===== src/hdl/ors_pkg.sv =====
// constants, codes and state type for the outage restart sequencer
// assumes a 10 MHz controller clock; durations are counted in 0.1 s timer ticks
//
// Function
// RULE1: outage recognised on undervoltage while running
// RULE2: outage enters pending; recovery passes charging first
// RULE3: ready-to-run opens two second command window
// RULE4: window expiry cancels pending; ordinary start later
// RULE5: fixed direction sources restart without command
// RULE6: keypad run, terminal direction still needs command
// RULE7: allowable outage elapsed cancels command wait early
// RULE8: coast stop during outage returns to normal
// RULE9: restart at saved frequency, limiter matches speed
// RULE10: allowable outage 0.0 to 30.0 seconds
// RULE11: setting 999 restarts until bus floor
// RULE12: floor 50 V (208 V), 100 V (460 V)
// RULE13: no restart before waiting time since outage
// RULE14: default waiting time follows drive capacity class
// RULE15: waiting time also gates line/drive switchover
// RULE16: modes 3, 4, 5 restart automatically
// RULE17: external run command within two seconds
// RULE18: interlock wired to contactor auxiliary contact
// RULE19: mode 0 trips with alarm, mode 1 without
// RULE20: mode 3 continuous running, saves frequency at undervoltage
// RULE21: mode 5 restarts from starting frequency
// RULE22: durations counted on 0.1 s timer tick

package ors_pkg;

    // =====================================================
    // timing
    localparam int          CLK_PERIOD_NS  = 100;
    localparam int          TICK_TIME_MS   = 100;
    localparam int          TICK_CYCLES    = (TICK_TIME_MS * 1000000) / CLK_PERIOD_NS;
    localparam int          WINDOW_TIME_MS = 2000;
    localparam int          CNT_W          = 10;
    localparam logic [9:0]  WINDOW_TICKS   = 10'(WINDOW_TIME_MS / TICK_TIME_MS);
    localparam logic [9:0]  OUTAGE_MAX     = 10'h12c;
    localparam logic [9:0]  OUTAGE_FLOOR   = 10'h3e7;
    localparam logic [9:0]  CNT_MAX        = 10'h3ff;

    // =====================================================
    // restart wait defaults per capacity class, in ms
    localparam int          WAIT_CLASS0_MS = 500;
    localparam int          WAIT_CLASS1_MS = 1000;
    localparam int          WAIT_CLASS2_MS = 1500;
    localparam int          WAIT_CLASS3_MS = 2000;
    localparam int          WAIT_CLASS4_MS = 2500;
    localparam int          WAIT_CLASS5_MS = 4000;
    localparam int          WAIT_CLASS6_MS = 5000;

    // =====================================================
    // bus voltage floors, volts
    localparam int          VOLT_W         = 10;
    localparam logic [9:0]  FLOOR_208_V    = 10'h032;
    localparam logic [9:0]  FLOOR_460_V    = 10'h064;

    // =====================================================
    // codes
    localparam int          FREQ_W          = 16;
    localparam logic [2:0]  MODE_TRIP_ALARM = 3'h0;
    localparam logic [2:0]  MODE_TRIP_QUIET = 3'h1;
    localparam logic [2:0]  MODE_CONT_RUN   = 3'h3;
    localparam logic [2:0]  MODE_SAVED_FREQ = 3'h4;
    localparam logic [2:0]  MODE_START_FREQ = 3'h5;
    localparam logic [1:0]  SRC_KEYPAD_TERM = 2'h0;
    localparam logic [1:0]  SRC_FIXED_FWD   = 2'h2;
    localparam logic [1:0]  SRC_FIXED_REV   = 2'h3;
    localparam logic        OCL_ENABLED     = 1'h1;
    localparam logic [15:0] FREQ_RESET      = 16'h0000;
    localparam logic [9:0]  CNT_RESET       = 10'h000;

    typedef enum logic [2:0] {
        ST_NORMAL,
        ST_PENDING,
        ST_CHARGING,
        ST_WAIT_CMD,
        ST_HOLDOFF,
        ST_RESTART,
        ST_TRIP
    } ors_state_t;

    // capacity class to default waiting time in ticks
    function automatic logic [9:0] ors_default_wait(input logic [2:0] capClass);
        int ms;
        case (capClass)
            3'h0:    ms = WAIT_CLASS0_MS;
            3'h1:    ms = WAIT_CLASS1_MS;
            3'h2:    ms = WAIT_CLASS2_MS;
            3'h3:    ms = WAIT_CLASS3_MS;
            3'h4:    ms = WAIT_CLASS4_MS;
            3'h5:    ms = WAIT_CLASS5_MS;
            default: ms = WAIT_CLASS6_MS;
        endcase
        return 10'(ms / TICK_TIME_MS);
    endfunction

    // saturating tick counter step
    function automatic logic [9:0] ors_count(input logic [9:0] cnt, input logic tick);
        return (tick && cnt != CNT_MAX) ? 10'(cnt + 10'h001) : cnt;
    endfunction

endpackage


===== src/hdl/ors_outage_restart.sv =====
// outage restart sequencer: outage recognition, restart pending, command window,
// restart wait and the restart itself; also times the line/drive switchover
// assumes all inputs synchronous to clk; settings held stable while in use
`timescale 1ns/10ps

module ors_outage_restart
    import ors_pkg::*;
#(
    parameter int TICK_CYCLES_P = TICK_CYCLES
) (
    input  wire logic              clk,
    input  wire logic              rst_n,
    input  wire logic              running,
    input  wire logic              underVoltage,
    input  wire logic              busBelowContLevel,
    input  wire logic [VOLT_W-1:0] busVoltage,
    input  wire logic              supply460,
    input  wire logic              chargeDone,
    input  wire logic              interlockInput,
    input  wire logic [2:0]        restartModeSelect,
    input  wire logic [1:0]        runCommandSource,
    input  wire logic [CNT_W-1:0]  allowableOutageTime,
    input  wire logic [CNT_W-1:0]  restartWaitTime,
    input  wire logic              useDefaultWait,
    input  wire logic [2:0]        capacityClass,
    input  wire logic              keypadRun,
    input  wire logic              forwardRunCommand,
    input  wire logic              reverseRunCommand,
    input  wire logic              coastStopCommand,
    input  wire logic              alarmReset,
    input  wire logic              instantOvercurrentLimitEnable,
    input  wire logic              freqMatched,
    input  wire logic [FREQ_W-1:0] outputFrequency,
    input  wire logic [FREQ_W-1:0] startingFrequencySetting,
    input  wire logic              lineSwitchRequest,
    output logic                   outputShutdown,
    output logic                   undervoltageAlarm,
    output logic                   continuousRunControl,
    output logic                   restartPending,
    output logic                   restartStart,
    output logic                   restartActive,
    output logic                   restartReverse,
    output logic [FREQ_W-1:0]      restartFrequency,
    output logic                   restartCancelled,
    output logic                   lineSwitchGo
);

    // =====================================================
    // tick
    logic tick;

    ors_tick_gen #(
        .TICK_CYCLES_P (TICK_CYCLES_P)
    ) u_tick (
        .clk   (clk),
        .rst_n (rst_n),
        .tick  (tick)
    );

    // =====================================================
    // derived conditions
    logic            outageSeen;
    logic            runCmd;
    logic            fixedDir;
    logic            modeRestarts;
    logic            untilFloor;
    logic [9:0]      allowTicks;
    logic [9:0]      waitTicks;
    logic [9:0]      floorVolt;
    logic            expired;
    logic            waitDone;

    // contactor opening drops the interlock, which stands for an outage too
    assign outageSeen   = running && (underVoltage || !interlockInput); // RULE1
    assign fixedDir     = (runCommandSource == SRC_FIXED_FWD) || (runCommandSource == SRC_FIXED_REV); // RULE5
    // source 0: keypad run still needed even with terminal direction
    assign runCmd       = (runCommandSource == SRC_KEYPAD_TERM) ? keypadRun && (forwardRunCommand || reverseRunCommand)
                          : (forwardRunCommand || reverseRunCommand); // RULE6
    assign modeRestarts = (restartModeSelect == MODE_CONT_RUN) || (restartModeSelect == MODE_SAVED_FREQ)
                          || (restartModeSelect == MODE_START_FREQ); // RULE16
    assign untilFloor   = (allowableOutageTime == OUTAGE_FLOOR); // RULE11
    // out of range settings clamp to the 30 s ceiling
    assign allowTicks   = (allowableOutageTime > OUTAGE_MAX) ? OUTAGE_MAX : allowableOutageTime; // RULE10
    assign waitTicks    = useDefaultWait ? ors_default_wait(capacityClass) : restartWaitTime; // RULE14
    assign floorVolt    = supply460 ? FLOOR_460_V : FLOOR_208_V; // RULE12

    // =====================================================
    // sequencer state and timers
    ors_state_t       state;
    ors_state_t       next_state;
    logic [9:0]       outageTicks;
    logic [9:0]       next_outageTicks;
    logic [9:0]       windowTicks;
    logic [9:0]       next_windowTicks;
    logic             floorHit;
    logic             next_floorHit;
    logic [FREQ_W-1:0] savedFrequency;
    logic [FREQ_W-1:0] next_savedFrequency;
    logic [2:0]       modeLatched;
    logic [2:0]       next_modeLatched;
    logic             next_outputShutdown;
    logic             next_undervoltageAlarm;
    logic             next_continuousRunControl;
    logic             next_restartPending;
    logic             next_restartStart;
    logic             next_restartActive;
    logic             next_restartReverse;
    logic [FREQ_W-1:0] next_restartFrequency;
    logic             next_restartCancelled;

    assign expired  = untilFloor ? floorHit : (outageTicks >= allowTicks); // RULE10 RULE11
    assign waitDone = (outageTicks >= waitTicks); // RULE13

    always_comb begin
        next_state                = state;
        next_outageTicks          = ors_count(outageTicks, tick); // RULE22
        next_windowTicks          = windowTicks;
        next_floorHit             = floorHit || (untilFloor && busVoltage < floorVolt); // RULE11
        next_savedFrequency       = savedFrequency;
        next_modeLatched          = modeLatched;
        next_outputShutdown       = outputShutdown;
        next_undervoltageAlarm    = undervoltageAlarm;
        next_continuousRunControl = 1'b0;
        next_restartStart         = 1'b0;
        next_restartActive        = 1'b0;
        next_restartReverse       = restartReverse;
        next_restartFrequency     = restartFrequency;
        next_restartCancelled     = 1'b0;
        case (state)
            ST_NORMAL: begin
                next_outageTicks = CNT_RESET;
                next_floorHit    = 1'b0;
                next_outputShutdown = 1'b0;
                // mode 3 rides through on stored inertia until undervoltage
                next_continuousRunControl = running && restartModeSelect == MODE_CONT_RUN
                                            && busBelowContLevel && !underVoltage; // RULE20
                if (outageSeen) begin
                    next_modeLatched    = restartModeSelect;
                    next_outputShutdown = 1'b1;
                    next_continuousRunControl = 1'b0;
                    if (modeRestarts) begin
                        next_state          = ST_PENDING; // RULE2
                        next_savedFrequency = outputFrequency; // RULE20
                        next_restartReverse = reverseRunCommand && !forwardRunCommand;
                    end else begin
                        next_state             = ST_TRIP;
                        next_undervoltageAlarm = (restartModeSelect == MODE_TRIP_ALARM); // RULE19
                    end
                end
            end
            ST_PENDING, ST_CHARGING, ST_WAIT_CMD: begin
                if (coastStopCommand) begin
                    next_state = ST_NORMAL; // RULE8
                    next_restartCancelled = 1'b1;
                end else if (expired) begin
                    next_state = ST_NORMAL; // RULE7 RULE10
                    next_restartCancelled = 1'b1;
                end else if (state == ST_PENDING) begin
                    if (!underVoltage)
                        next_state = ST_CHARGING; // RULE2
                end else if (state == ST_CHARGING) begin
                    if (chargeDone) begin
                        next_state       = ST_WAIT_CMD; // RULE3
                        next_windowTicks = CNT_RESET;
                    end
                end else begin
                    next_windowTicks = ors_count(windowTicks, tick);
                    if (fixedDir || runCmd) begin
                        next_state = ST_HOLDOFF; // RULE3 RULE5
                        if (fixedDir)
                            next_restartReverse = (runCommandSource == SRC_FIXED_REV); // RULE5
                        else
                            next_restartReverse = reverseRunCommand && !forwardRunCommand;
                    end else if (windowTicks >= WINDOW_TICKS) begin
                        next_state = ST_NORMAL; // RULE4
                        next_restartCancelled = 1'b1;
                    end
                end
            end
            ST_HOLDOFF: begin
                if (coastStopCommand) begin
                    next_state = ST_NORMAL; // RULE8
                    next_restartCancelled = 1'b1;
                end else if (waitDone) begin
                    next_state          = ST_RESTART; // RULE13
                    next_restartStart   = 1'b1;
                    next_restartActive  = 1'b1;
                    next_outputShutdown = 1'b0;
                    // without the fast limiter the speed search cannot work
                    if (modeLatched == MODE_START_FREQ || instantOvercurrentLimitEnable != OCL_ENABLED)
                        next_restartFrequency = startingFrequencySetting; // RULE21
                    else
                        next_restartFrequency = savedFrequency; // RULE9
                end
            end
            ST_RESTART: begin
                next_restartActive = 1'b1;
                // limiter pulls frequency down; done once it meets the motor
                if (freqMatched || restartFrequency == startingFrequencySetting) begin
                    next_state         = ST_NORMAL; // RULE9
                    next_restartActive = 1'b0;
                end
            end
            ST_TRIP: begin
                next_outputShutdown = 1'b1; // RULE19
                if (alarmReset || coastStopCommand) begin
                    next_state             = ST_NORMAL;
                    next_undervoltageAlarm = 1'b0;
                    next_outputShutdown    = 1'b0;
                end
            end
            default: next_state = ST_NORMAL;
        endcase
        next_restartPending = (next_state == ST_PENDING) || (next_state == ST_CHARGING)
                              || (next_state == ST_WAIT_CMD) || (next_state == ST_HOLDOFF); // RULE2
    end

    always_ff @(posedge clk or negedge rst_n) begin
        if (!rst_n) begin
            state                <= ST_NORMAL;
            outageTicks          <= CNT_RESET;
            windowTicks          <= CNT_RESET;
            floorHit             <= 1'b0;
            savedFrequency       <= FREQ_RESET;
            modeLatched          <= MODE_TRIP_ALARM;
            outputShutdown       <= 1'b0;
            undervoltageAlarm    <= 1'b0;
            continuousRunControl <= 1'b0;
            restartPending       <= 1'b0;
            restartStart         <= 1'b0;
            restartActive        <= 1'b0;
            restartReverse       <= 1'b0;
            restartFrequency     <= FREQ_RESET;
            restartCancelled     <= 1'b0;
        end else begin
            state                <= next_state;
            outageTicks          <= next_outageTicks;
            windowTicks          <= next_windowTicks;
            floorHit             <= next_floorHit;
            savedFrequency       <= next_savedFrequency;
            modeLatched          <= next_modeLatched;
            outputShutdown       <= next_outputShutdown;
            undervoltageAlarm    <= next_undervoltageAlarm;
            continuousRunControl <= next_continuousRunControl;
            restartPending       <= next_restartPending;
            restartStart         <= next_restartStart;
            restartActive        <= next_restartActive;
            restartReverse       <= next_restartReverse;
            restartFrequency     <= next_restartFrequency;
            restartCancelled     <= next_restartCancelled;
        end
    end

    // =====================================================
    // line/drive switchover wait
    logic       switchBusy;
    logic       next_switchBusy;
    logic [9:0] switchTicks;
    logic [9:0] next_switchTicks;
    logic       next_lineSwitchGo;

    always_comb begin
        next_switchBusy   = switchBusy;
        next_switchTicks  = switchTicks;
        next_lineSwitchGo = 1'b0;
        if (lineSwitchRequest && !switchBusy) begin
            next_switchBusy  = 1'b1;
            next_switchTicks = CNT_RESET;
        end else if (switchBusy) begin
            next_switchTicks = ors_count(switchTicks, tick);
            if (switchTicks >= waitTicks) begin
                next_switchBusy   = 1'b0; // RULE15
                next_lineSwitchGo = 1'b1;
            end
        end
    end

    always_ff @(posedge clk or negedge rst_n) begin
        if (!rst_n) begin
            switchBusy   <= 1'b0;
            switchTicks  <= CNT_RESET;
            lineSwitchGo <= 1'b0;
        end else begin
            switchBusy   <= next_switchBusy;
            switchTicks  <= next_switchTicks;
            lineSwitchGo <= next_lineSwitchGo;
        end
    end

endmodule // ors_outage_restart


===== src/hdl/ors_tick_gen.sv =====
// timer tick generator: one-cycle pulse every tickCycles clocks
// assumes a free running clock; the division is a parameter so simulation can shorten it
`timescale 1ns/10ps

module ors_tick_gen
    import ors_pkg::*;
#(
    parameter int TICK_CYCLES_P = TICK_CYCLES
) (
    input  wire logic clk,
    input  wire logic rst_n,
    output logic      tick
);

    localparam int DIV_W = $clog2(TICK_CYCLES_P + 1);
    localparam logic [DIV_W-1:0] DIV_LAST = DIV_W'(TICK_CYCLES_P - 1);

    logic [DIV_W-1:0] divCnt;
    logic [DIV_W-1:0] next_divCnt;
    logic             next_tick;

    // =====================================================
    // divider
    always_comb begin
        next_tick   = 1'b0;
        next_divCnt = DIV_W'(divCnt + 1'b1);
        if (divCnt == DIV_LAST) begin
            next_divCnt = '0;
            next_tick   = 1'b1; // RULE22
        end
    end

    always_ff @(posedge clk or negedge rst_n) begin
        if (!rst_n) begin
            divCnt <= '0;
            tick   <= 1'b0;
        end else begin
            divCnt <= next_divCnt;
            tick   <= next_tick;
        end
    end

endmodule // ors_tick_gen


===== config.mk =====
export PLATFORM = sky130hd
export DESIGN_NAME = ors_outage_restart
export DESIGN_NICKNAME = d
export VERILOG_FILES = /design/src/hdl/ors_pkg.sv /design/src/hdl/ors_outage_restart.sv /design/src/hdl/ors_tick_gen.sv
export SDC_FILE = /design/constraint.sdc
export NUM_CORES = 1
export LEC_CHECK = 0
export BUFFER_PORTS_ARGS = -buffer_cell sky130_fd_sc_hd__buf_4
export CAP_MARGIN = 20
export CORE_ASPECT_RATIO = 1.25
export CORE_UTILIZATION = 50
export DETAILED_ROUTE_END_ITERATION = 8
export PLACE_DENSITY = 0.73
export SLEW_MARGIN = 20
export SYNTH_ARGS = -nofsm -noshare
export SYNTH_HDL_FRONTEND = slang
export SYNTH_SLANG_ARGS = --single-unit

===== constraint.sdc =====
create_clock -name clk -period 5.58 [get_ports clk]
set_input_delay 0.558 -clock clk [delete_from_list [all_inputs] [get_ports clk]]
set_output_delay 0.558 -clock clk [all_outputs]
set_load 0.02 [all_outputs]

* Yosys cells after proc, flatten, opt, wreduce, memory -nomap -nowiden
Cells that the tools add are included.
** Word-level totals
- Register bits :: 100
- Input port bits :: 87
- Output and inout port bits :: 25
- Word-level logic and storage cells :: 194
** Operators by class
- $add $sub $neg :: 4
- Divide/modulo/power cells :: 1
- Order comparisons :: 6
- Equality and inequality tests :: 39
- Multiplexer cells :: 72
- Bitwise operators :: 4
- Reductions and logical operators :: 48
** Operators by type and width (count)
- 10-bit two-way mux :: 10
- 13-bit one-hot mux with 6 select lines :: 1
- 3-bit two-way mux :: 14
- 1-bit two-way mux :: 38
- 32-bit by 8-bit divider with 32-bit output, second input constant :: 1
- 10-bit by 1-bit adder with 10-bit output, second input constant :: 3
- 10-bit >= comparator :: 3
- 10-bit != test, second input constant :: 3
- 3-bit equality test, second input constant :: 9
- 2-bit != test, second input constant :: 12
- 3-bit by 2-bit equality test with 1-bit output, second input constant :: 7
- 20-bit by 1-bit adder with 20-bit output, second input constant :: 1
- 20-bit equality test, second input constant :: 1
- 20-bit two-way mux :: 1
- 16-bit equality test :: 1
- 16-bit two-way mux :: 1
- 3-bit one-hot mux with 5 select lines :: 1
- 1-bit logical OR :: 13
- 2-bit nonzero test :: 6
- 1-bit logical AND :: 11
- 10-bit equality test, second input constant :: 1
- 10-bit by 5-bit >= comparator with 1-bit output, second input constant :: 1
- 10-bit by 9-bit > comparator with 1-bit output, second input constant :: 1
- 10-bit by 7-bit < comparator with 1-bit output :: 1
- other kinds (16) :: 33

* Longest topological paths before layout
Gate-level depths: netlist of the first run.
- Word-level depth :: 14
- Depth in mapped cells :: 22

* Cells and area by module
From an unflattened synthesis of the first run, not the netlist that was laid out.
** Unflattened totals
- Cell total of the unflattened synthesis :: 625
- Area total of the unflattened synthesis :: 6104.6 um^2
** By module, submodules not included
- ors_outage_restart :: instances 1, cells each 525, area an instance 5023.6 um^2, seq. area each 1976.9 um^2
- ors_tick_gen :: instances 1, cells each 100, area an instance 1081.0 um^2, seq. area each 525.5 um^2

* Worst setup path before layout of the first run
Ideal clock, no wire load.
- Path kind :: input to register
- From :: in capacityClass[1]
- To :: reg restartFrequency[15]
- Setup time :: 0.136 ns
- Arrival time :: 3.889 ns
- Data required time :: 5.444 ns
- Path slack :: 1.554 ns
- Stages on the path :: 20
- Cells stage by stage :: clkbuf_1 o21a_1 ha_1 nor3_1 nand4_1 nand3_1 ha_1 xnor2_1 nand2_1 nand2_1 a31oi_1 ha_1 nand2b_1 a21oi_1 o221ai_1 a221oi_1 or2_2 clkbuf_1 clkbuf_1 o21ai_0
** Between the ends
- Word-level cells in the longest chain between the ends :: 6
- Elaborated cells on any way between the ends :: 11
- Those cells by class :: 1 x div; 1 x order compare; 5 x eq/ne; 2 x mux; 2 x reduce/logical
** Ends and longest elaborated chain
- start, declared :: RTL line ors_outage_restart.sv:25 : input wire logic [2:0] capacityClass,
- 3-bit equality test (tied with other cells) :: RTL line ors_pkg.sv:86 : case (capClass)
- 13-bit one-hot mux with 6 select lines (*) :: RTL line ors_pkg.sv:86
- 32-bit by 8-bit divider with 32-bit output (*) :: RTL line ors_pkg.sv:95 : return 10'(ms / TICK_TIME_MS);
- 10-bit two-way mux (*) :: RTL line ors_outage_restart.sv:84 : assign waitTicks = useDefaultWait ? ors_default_wait(capacityClass) : restartWaitTime;
- 10-bit >= comparator (*) :: RTL line ors_outage_restart.sv:112 : assign waitDone = (outageTicks >= waitTicks);
- 3-bit AND reduction (no line) (*)
- end signal, assigned :: RTL line ors_outage_restart.sv:249 : restartFrequency <= next_restartFrequency;
- end, declared :: RTL line ors_outage_restart.sv:43 : output logic [FREQ_W-1:0] restartFrequency,
Every way passes the cells marked *; elsewhere a longest branch is shown, timed or not.
A chain may end at the register's enable or synchronous reset.

* Final worst setup path of the first run
- From :: in capacityClass[1]
- To :: reg restartPending
** Between the ends
- Word-level cells in the longest chain between the ends :: 12
- Elaborated cells on any way between the ends :: 20
- Those cells by class :: 1 x div; 1 x order compare; 9 x eq/ne; 5 x mux; 4 x reduce/logical
** Ends and longest elaborated chain
- 3-bit equality test (tied with other cells) :: RTL line ors_pkg.sv:86
- 13-bit one-hot mux with 6 select lines (*) :: RTL line ors_pkg.sv:86
- 32-bit by 8-bit divider with 32-bit output (*) :: RTL line ors_pkg.sv:95
- 10-bit two-way mux (*) :: RTL line ors_outage_restart.sv:84
- 10-bit >= comparator (*) :: RTL line ors_outage_restart.sv:112
- 3-bit two-way mux (*) :: RTL line ors_outage_restart.sv:184 : end else if (waitDone) begin
- 3-bit two-way mux (*) :: RTL line ors_outage_restart.sv:181 : if (coastStopCommand) begin
- 3-bit one-hot mux with 5 select lines (*) :: RTL line ors_outage_restart.sv:129 : case (state)
- 3-bit by 1-bit equality test with 1-bit output or 3-bit by 2-bit equality test with 1-bit output (tied branches) :: RTL line ors_outage_restart.sv:214 : next_restartPending = (next_state == ST_PENDING) || (next_state == ST_CHARGING)
- 1-bit logical OR :: RTL line ors_outage_restart.sv:214
- 1-bit logical OR :: RTL line ors_outage_restart.sv:215 : || (next_state == ST_WAIT_CMD) || (next_state == ST_HOLDOFF);
- 1-bit logical OR (*) :: RTL line ors_outage_restart.sv:215
- net next_restartPending :: RTL line ors_outage_restart.sv:104 : logic next_restartPending;
- end signal, assigned :: RTL line ors_outage_restart.sv:245 : restartPending <= next_restartPending;
- end, declared :: RTL line ors_outage_restart.sv:39 : output logic restartPending,
Mark *: on every way through the listed nets, which the timed path passes. The rest lies on a longest branch.

==> metrics.txt, run 1 <==
outcome complete, no violations; Lkg Pwr 0.00349 uW; # clock sinks 100; die area 12600 um2; CTS tree yes; Num CTS Buffers 9; final worst setup slack 1.56 ns; FFs w/ async S/R, synth 100%; CP Capture Type flop; EDFF count, synth 0; setup repair after global routing missed its margin false; initial cell density of the core 51.7%; largest net degree at the start of global routing 64; Netlist cell types 63; Post-CTS Setup Inserts 0; port bufs 110; RePlAce Congestion 0.857; CTS root buffer clkbuf_16; core area 11700 um2; Startpoint Class primary input; Fin. Hold Viols 0; initial DRC count 230; site row count 44; sequential fraction of the synthesis area 41.3%; Max Fclk 0.249 GHz; Antenna Cells 0; clk_lat worst skew 0.35 ns; DRC viols 0; VDD IR-drop max 0.234 mV; drt pass-1 iters 5; Detailed Place HPWL 10400 um; Syn. warnings 0; area of the multi-input gates 3450 um2; R2R setup slack 2.50 ns; fin crit period 4.02 ns; Synth Cell Area 6060 um2; worst-path fanout max 36; Area growth, synth to finish 21.3%; Hold/Removal Path Class in2async; Tightest Pin Transition 0.785 ns; max_slew headroom 47.7%; Setup CP Type in2reg; Clock Skew 0.00958 ns; Reg2Reg Depth 7; grt ovf 0; worst path required time 5.79 ns; period utilization 72.0%; fillcell total 992; worst-case clock buffer depth 2; pwr/cell area 290 nW/um2; vias in the first global route 5182; CTS clk-pin slew, worst paths 0.07 ns; Die X 100 um; all-layer global routing usage 23.4%; ANT nets after route 0; dpl cell area 7050 um2; mean post-synth cell area 9.48 um2; worst r2r src outageTicks[5]$_DFFE_PN0P_; Worst Path Arrival 4.23 ns; H-tree Lvls 3; Setup WS pre-CTS 1.16 ns; CTS resizes 0; layout cells sized above 1 20.9%; Register Area 2500 um2; maximum capacitance violations 0; post-route cell area 7350 um2; Vias 5115; Post-synth top flop dfrtp_1; routed length per instance 15.3 um; Final setup viols 0; CTS Hold Bufs 0; reg2reg end windowTicks[3]$_DFFE_PN0P_; initial antenna violation count 0; Die Y 125 um; Gate Count Post-Synth 639; Final TNS setup 0 ns; register bit total from synthesis 100; first-pass GRT wire length 23700 um; fin. max-slew vios 0; io pins 112; vias per inst 5.60; DRT Wirelength 13900 um; nets@finish 878
-- worst max path at each step --
stage                startpoint                                to  slack [ns]  cells past startpoint
2_1_floorplan  capacityClass[1]  restartFrequency[15]$_DFFE_PN0P_        1.55                     20
3_3_place_gp   capacityClass[1]          restartPending$_DFF_PN0_        1.27                     18
4_1_cts        capacityClass[1]          restartPending$_DFF_PN0_        1.50                     19
5_1_grt        capacityClass[1]          restartPending$_DFF_PN0_        1.10                     19
6_report       capacityClass[1]          restartPending$_DFF_PN0_        1.56                     19
3_5_place_dp   capacityClass[1]          restartPending$_DFF_PN0_        1.16                     19
-- cells by family after synthesis --
group	synth area share, %
muxes	6.98
and+or+nand+nor	19.4
other	0.0619
DFF	41.3
AOI/OAI and AO/OA	13.9
xor gates and xnor gates	6.94
buffers and inverters	2.37
adders and majority gates	9.08
-- critical path, cell delays in order --
cell      delay (ns)
buf_4           0.15
o21a_1          0.23
ha_1            0.30
nor3_1          0.05
nand4_1         0.08
nand3_1         0.15
ha_1            0.26
xnor2_1         0.13
nand2_1         0.06
nand2_1         0.05
a31oi_1         0.24
ha_1            0.27
nand2b_1        0.14
a21oi_1         0.16
o221ai_1        0.16
a221oi_1        0.33
or2_2           0.55
nand3b_1        0.17
xor2_1          0.17
-- cell usage after synthesis, types with 3 or more instances --
library cell | instances | area [um2]
and4_1 | 3 | 26.3
and2_1 | 4 | 25.0
xor2_1 | 19 | 166
nand2_1 | 62 | 233
inv_1 | 17 | 63.8
a21o_1 | 6 | 45.0
nand3b_1 | 5 | 37.5
a31oi_1 | 8 | 50.1
nand2b_1 | 18 | 113
or4_1 | 4 | 30.0
mux2_2 | 18 | 203
a21oi_1 | 19 | 95.1
ha_1 | 44 | 551
nand3_1 | 23 | 115
o21ai_0 | 57 | 285
o31ai_1 | 6 | 45.0
mux2i_1 | 22 | 220
nand4_1 | 16 | 100
o211ai_1 | 3 | 22.5
clkbuf_1 | 19 | 71.3
nor2_1 | 54 | 203
xnor2_1 | 29 | 254
nor4_1 | 6 | 37.5
nor2b_1 | 9 | 56.3
o21a_1 | 6 | 45.0
nor3_1 | 12 | 60.1
dfrtp_1 | 100 | 2500
and3_1 | 9 | 56.3
-- cell usage in the layout (no fill, tap or decap), drive strengths merged, types with 10 or more instances in the layout --
master / instances
ha: 44
a21oi: 20
nand3: 23
nor2: 54
clkbuf: 10
buf: 113
nand2b: 18
nor3: 12
o21ai: 59
nand2: 62
mux2: 18
dfrtp: 100
xnor2: 29
xor2: 19
nand4: 16
mux2i: 22
inv: 18
-- state kept, by name, indices dropped and copies added, names as in the netlist, 3 cells and up --
register / cells
modeLatched: 3
outageTicks: 10
u_tick.divCnt: 20
switchTicks: 10
restartFrequency: 16
state: 3
savedFrequency: 16
windowTicks: 10
-- where the power goes --
part	total, uW	leakage (uW)	internal [uW]	switching, uW
logic	582	0.00203	277	305
clock network	604	0.000133	318	286
registers	945	0.00132	839	106
-- through the flow --
step | total power, uW | util (%) | cells | hold WS, ns
after floorplan | 1320 | - | 644 | 0.262
final | 2130 | 62.7 | 913 | 0.163
after global placement | 1500 | 60.1 | 897 | 0.474
after global routing | 2250 | 62.7 | 913 | 0.199
after CTS | 2140 | 62.6 | 913 | 0.177
after detailed placement | 1530 | 60.1 | 897 | 0.479
-- metal layers --
metal / GRT usage, % / vias up / wire length [um]
met5: 0 / - / 0
met4: 7.33 / 0 / 265
met3: 4.64 / 20 / 732
met2: 39.9 / 147 / 6950
met1: 29.6 / 2445 / 6000
li1: - / 2503 / -
-- area by class of cell --
class,instances,area share [%]
Clock buffer,10,3.25
Clock inverter,6,0.647
Timing Repair Buffer,113,11.5
Inverter,17,0.868
Tap cell,161,2.74
Sequential cell,100,34.0
Multi-Input combinational cell,506,46.9
(Power assumes the default switching activity.)
==> inputs of run 2 (changes only) <==
==> constraint.sdc (replaced) <==
create_clock -name clk -period 3.85 [get_ports clk]
set_input_delay 0.385 -clock clk [delete_from_list [all_inputs] [get_ports clk]]
set_output_delay 0.385 -clock clk [all_outputs]
set_load 0.02 [all_outputs]
==> run 2 against run 1 <==
Compared with the run above: critical path depth grew 1; flip-flop and latch count is the same; clock skew down 0.0019 ns; power up 46%; setup slack worse by 1.2 ns; clock-buffer cell count is the same; cell area increased by 0.85%; sequential power increased by 45%; clock power rose by 48%; hold slack worse by 0.10 ns; largest power group unchanged.
==> metrics.txt, run 2 (same netlist as run 1, synthesis figures left out) <==
outcome complete, no violations; Post-CTS Setup Inserts 0 (unchanged); dpl cell area 7110 um2 (+0.82%); fin. max-slew vios 0 (unchanged); DRT Wirelength 14100 um (+1.4%); first-pass GRT wire length 23500 um (-0.76%); # clock sinks 100 (unchanged); internal power 2100 uW (+46%); CP Cell Sequence buf_4 -> o21a_1 -> ha_1 -> nor3_1 -> nand4_1 -> nand3_1 -> ha_1 -> xnor2_1 -> nand2_1 -> nand2_1 -> a31oi_1 -> ha_1 -> nand2b_1 -> a21oi_1 -> o221ai_1 -> a221oi_1 -> buf_4 -> or2_2 -> buf_12 -> o21ai_0; layout cells sized above 1 21.4% (+0.49 points); site row count 44 (unchanged); Seq pwr share 44.0% (-0.3 points); Reg2Reg Depth 7 (unchanged); clk_lat worst skew 0.35 ns (about the same); Die Y 125 um (unchanged); Worst Setup SP capacityClass[1]; routed length per instance 15.4 um (+0.71%); worst-case clock buffer depth 2 (unchanged); Lkg Pwr 0.00354 uW (+1.3%); most common cell after layout, fill and taps aside buf_4; post-route cell area 7410 um2 (+0.85%); Final TNS setup 0 ns (unchanged); worst path required time 4.07 ns (-1.72 ns); worst r2r src outageTicks[5]$_DFFE_PN0P_; Tightest Pin Transition 0.839 ns (+0.0546 ns); initial DRC count 302 (+31%); CTS Hold Bufs 0 (unchanged); core area 11700 um2 (unchanged); commonest non-fill, non-tap cells in the layout buf_4 (117), dfrtp_1 (100), nand2_1 (62); CP Capture Type flop; Net Sw Frac 32.9% (+0.14 points); die area 12600 um2 (unchanged); maximum capacitance violations 0 (unchanged); Vias 5151 (+0.70%); Startpoint Class primary input; io pins 112 (unchanged); vias per inst 5.61 (about the same); Antenna Cells 0 (unchanged); P_sw 1030 uW (+47%); RePlAce Congestion 0.805 (-6.1%); drt pass-1 iters 5 (unchanged); Final setup viols 0 (unchanged); fillcell total 973 (-1.9%); CTS clk-pin slew, worst paths 0.07 ns (about the same); worst-path fanout max 35 (-2.8%); CTS root buffer clkbuf_16; Setup CP Type in2reg; initial cell density of the core 51.7% (unchanged); Num CTS Buffers 9 (unchanged); final worst setup slack 0.355 ns (-1.21 ns); max_slew headroom 43.9% (-3.8 points); Bufs and invs on worst path 3 (+2); all-layer global routing usage 23.4% (about the same); nets@finish 884 (+0.68%); stages on the worst setup path 20 (+1); Detailed Place HPWL 10700 um (+3.2%); R2R setup slack 0.85 ns (-1.65 ns); H-tree Lvls 3 (unchanged); largest net degree at the start of global routing 84 (+31%); initial antenna violation count 0 (unchanged); CTS tree yes; vias in the first global route 5139 (-0.83%); crit path capture restartFrequency[11]$_DFFE_PN0P_; reg2reg end windowTicks[4]$_DFFE_PN0P_; clock network power share 28.6% (+0.3 points); Hold/Removal Path Class in2async; Setup WS pre-CTS 0.00712 ns (-1.15 ns); CTS resizes 0 (unchanged); Max Fclk 0.286 GHz; Fin. Hold Viols 0 (unchanged); grt ovf 0 (unchanged); Worst Path Arrival 3.72 ns (-0.51 ns); pwr/cell area 421 nW/um2 (+45%); Largest register FFs 20 (unchanged); Top Registers u_tick.divCnt: 20 flops, restartFrequency: 16 flops, savedFrequency: 16 flops; VDD IR-drop max 0.286 mV (+22%); ANT nets after route 0 (unchanged); fin crit period 3.49 ns; Die X 100 um (unchanged); port bufs 110 (unchanged); period utilization 90.8%; Top reg by flops u_tick.divCnt; setup repair after global routing missed its margin false; Slowest-stage cell, CP a221oi_1; DRC viols 0 (unchanged); critical path's largest stage delay 0.29 ns (-0.26 ns); CP top delay family compound AO/OA/AOI/OAI gates; Area growth, synth to finish 22.3%; most frequent CP cell ha_1; Clock Skew 0.00767 ns (-0.00191 ns); combinational power share 27.4% (about the same)
-- run 2: changes by cell type in the layout (fill, tap and decap cells not counted) --
cell	delta
buf_12	+1
buf_4	+4
buf_6	+1
clkinvlp_4	-3
inv_6	+2
inv_8	+1
nor3b_1	+1
nor3b_2	-1
-- run 2: power groups by stage --
stage	logic, uW	registers (uW)	clock network [uW]
6_report	855	1370	893
2_1_floorplan	567	1350	0
3_5_place_dp	852	1380	0
4_1_cts	857	1370	903
5_1_grt	940	1400	949
3_3_place_gp	817	1370	0
-- run 2: area by class of cell --
cell class / count / area (um2) / share of cell area, %
Timing Repair Buffer: 119 / 910 / 12.3
Clock buffer: 10 / 239 / 3.22
Sequential cell: 100 / 2500 / 33.7
Multi-Input combinational cell: 506 / 3440 / 46.5
Tap cell: 161 / 201 / 2.72
Clock inverter: 6 / 53.8 / 0.726
Inverter: 17 / 63.8 / 0.861
-- run 2: how the worst min path moves through the flow --
stage	start	endpoint	cells after the start
after floorplan	rst_n	continuousRunControl$_DFF_PN0_	0
after global placement	modeLatched[2]$_DFFE_PN0P_	modeLatched[2]$_DFFE_PN0P_	2
after detailed placement	u_tick.divCnt[13]$_DFF_PN0_	u_tick.divCnt[13]$_DFF_PN0_	1
after CTS	rst_n	savedFrequency[6]$_DFFE_PN0P_	1
after global routing	rst_n	savedFrequency[7]$_DFFE_PN0P_	1
final	rst_n	savedFrequency[7]$_DFFE_PN0P_	1
-- run 2: routing by layer --
layer | up-vias | wire length, um | GRT usage, %
li1 | 2516 | - | -
met5 | - | 0 | 0
met2 | 123 | 7280 | 40.6
met3 | 16 | 633 | 3.91
met1 | 2496 | 6020 | 29.6
met4 | 0 | 198 | 7.08
-- run 2: metrics by stage --
stage / total power, uW / hold WS, ns / utilization, % / std cells
finish: 3120 / 0.0628 / 63.2 / 919
global route: 3280 / 0.126 / 63.2 / 919
CTS: 3130 / 0.255 / 63.1 / 919
detailed placement: 2240 / 0.480 / 60.6 / 903
global placement: 2190 / 0.468 / 60.6 / 903
floorplan: 1920 / 0.0894 / - / 644
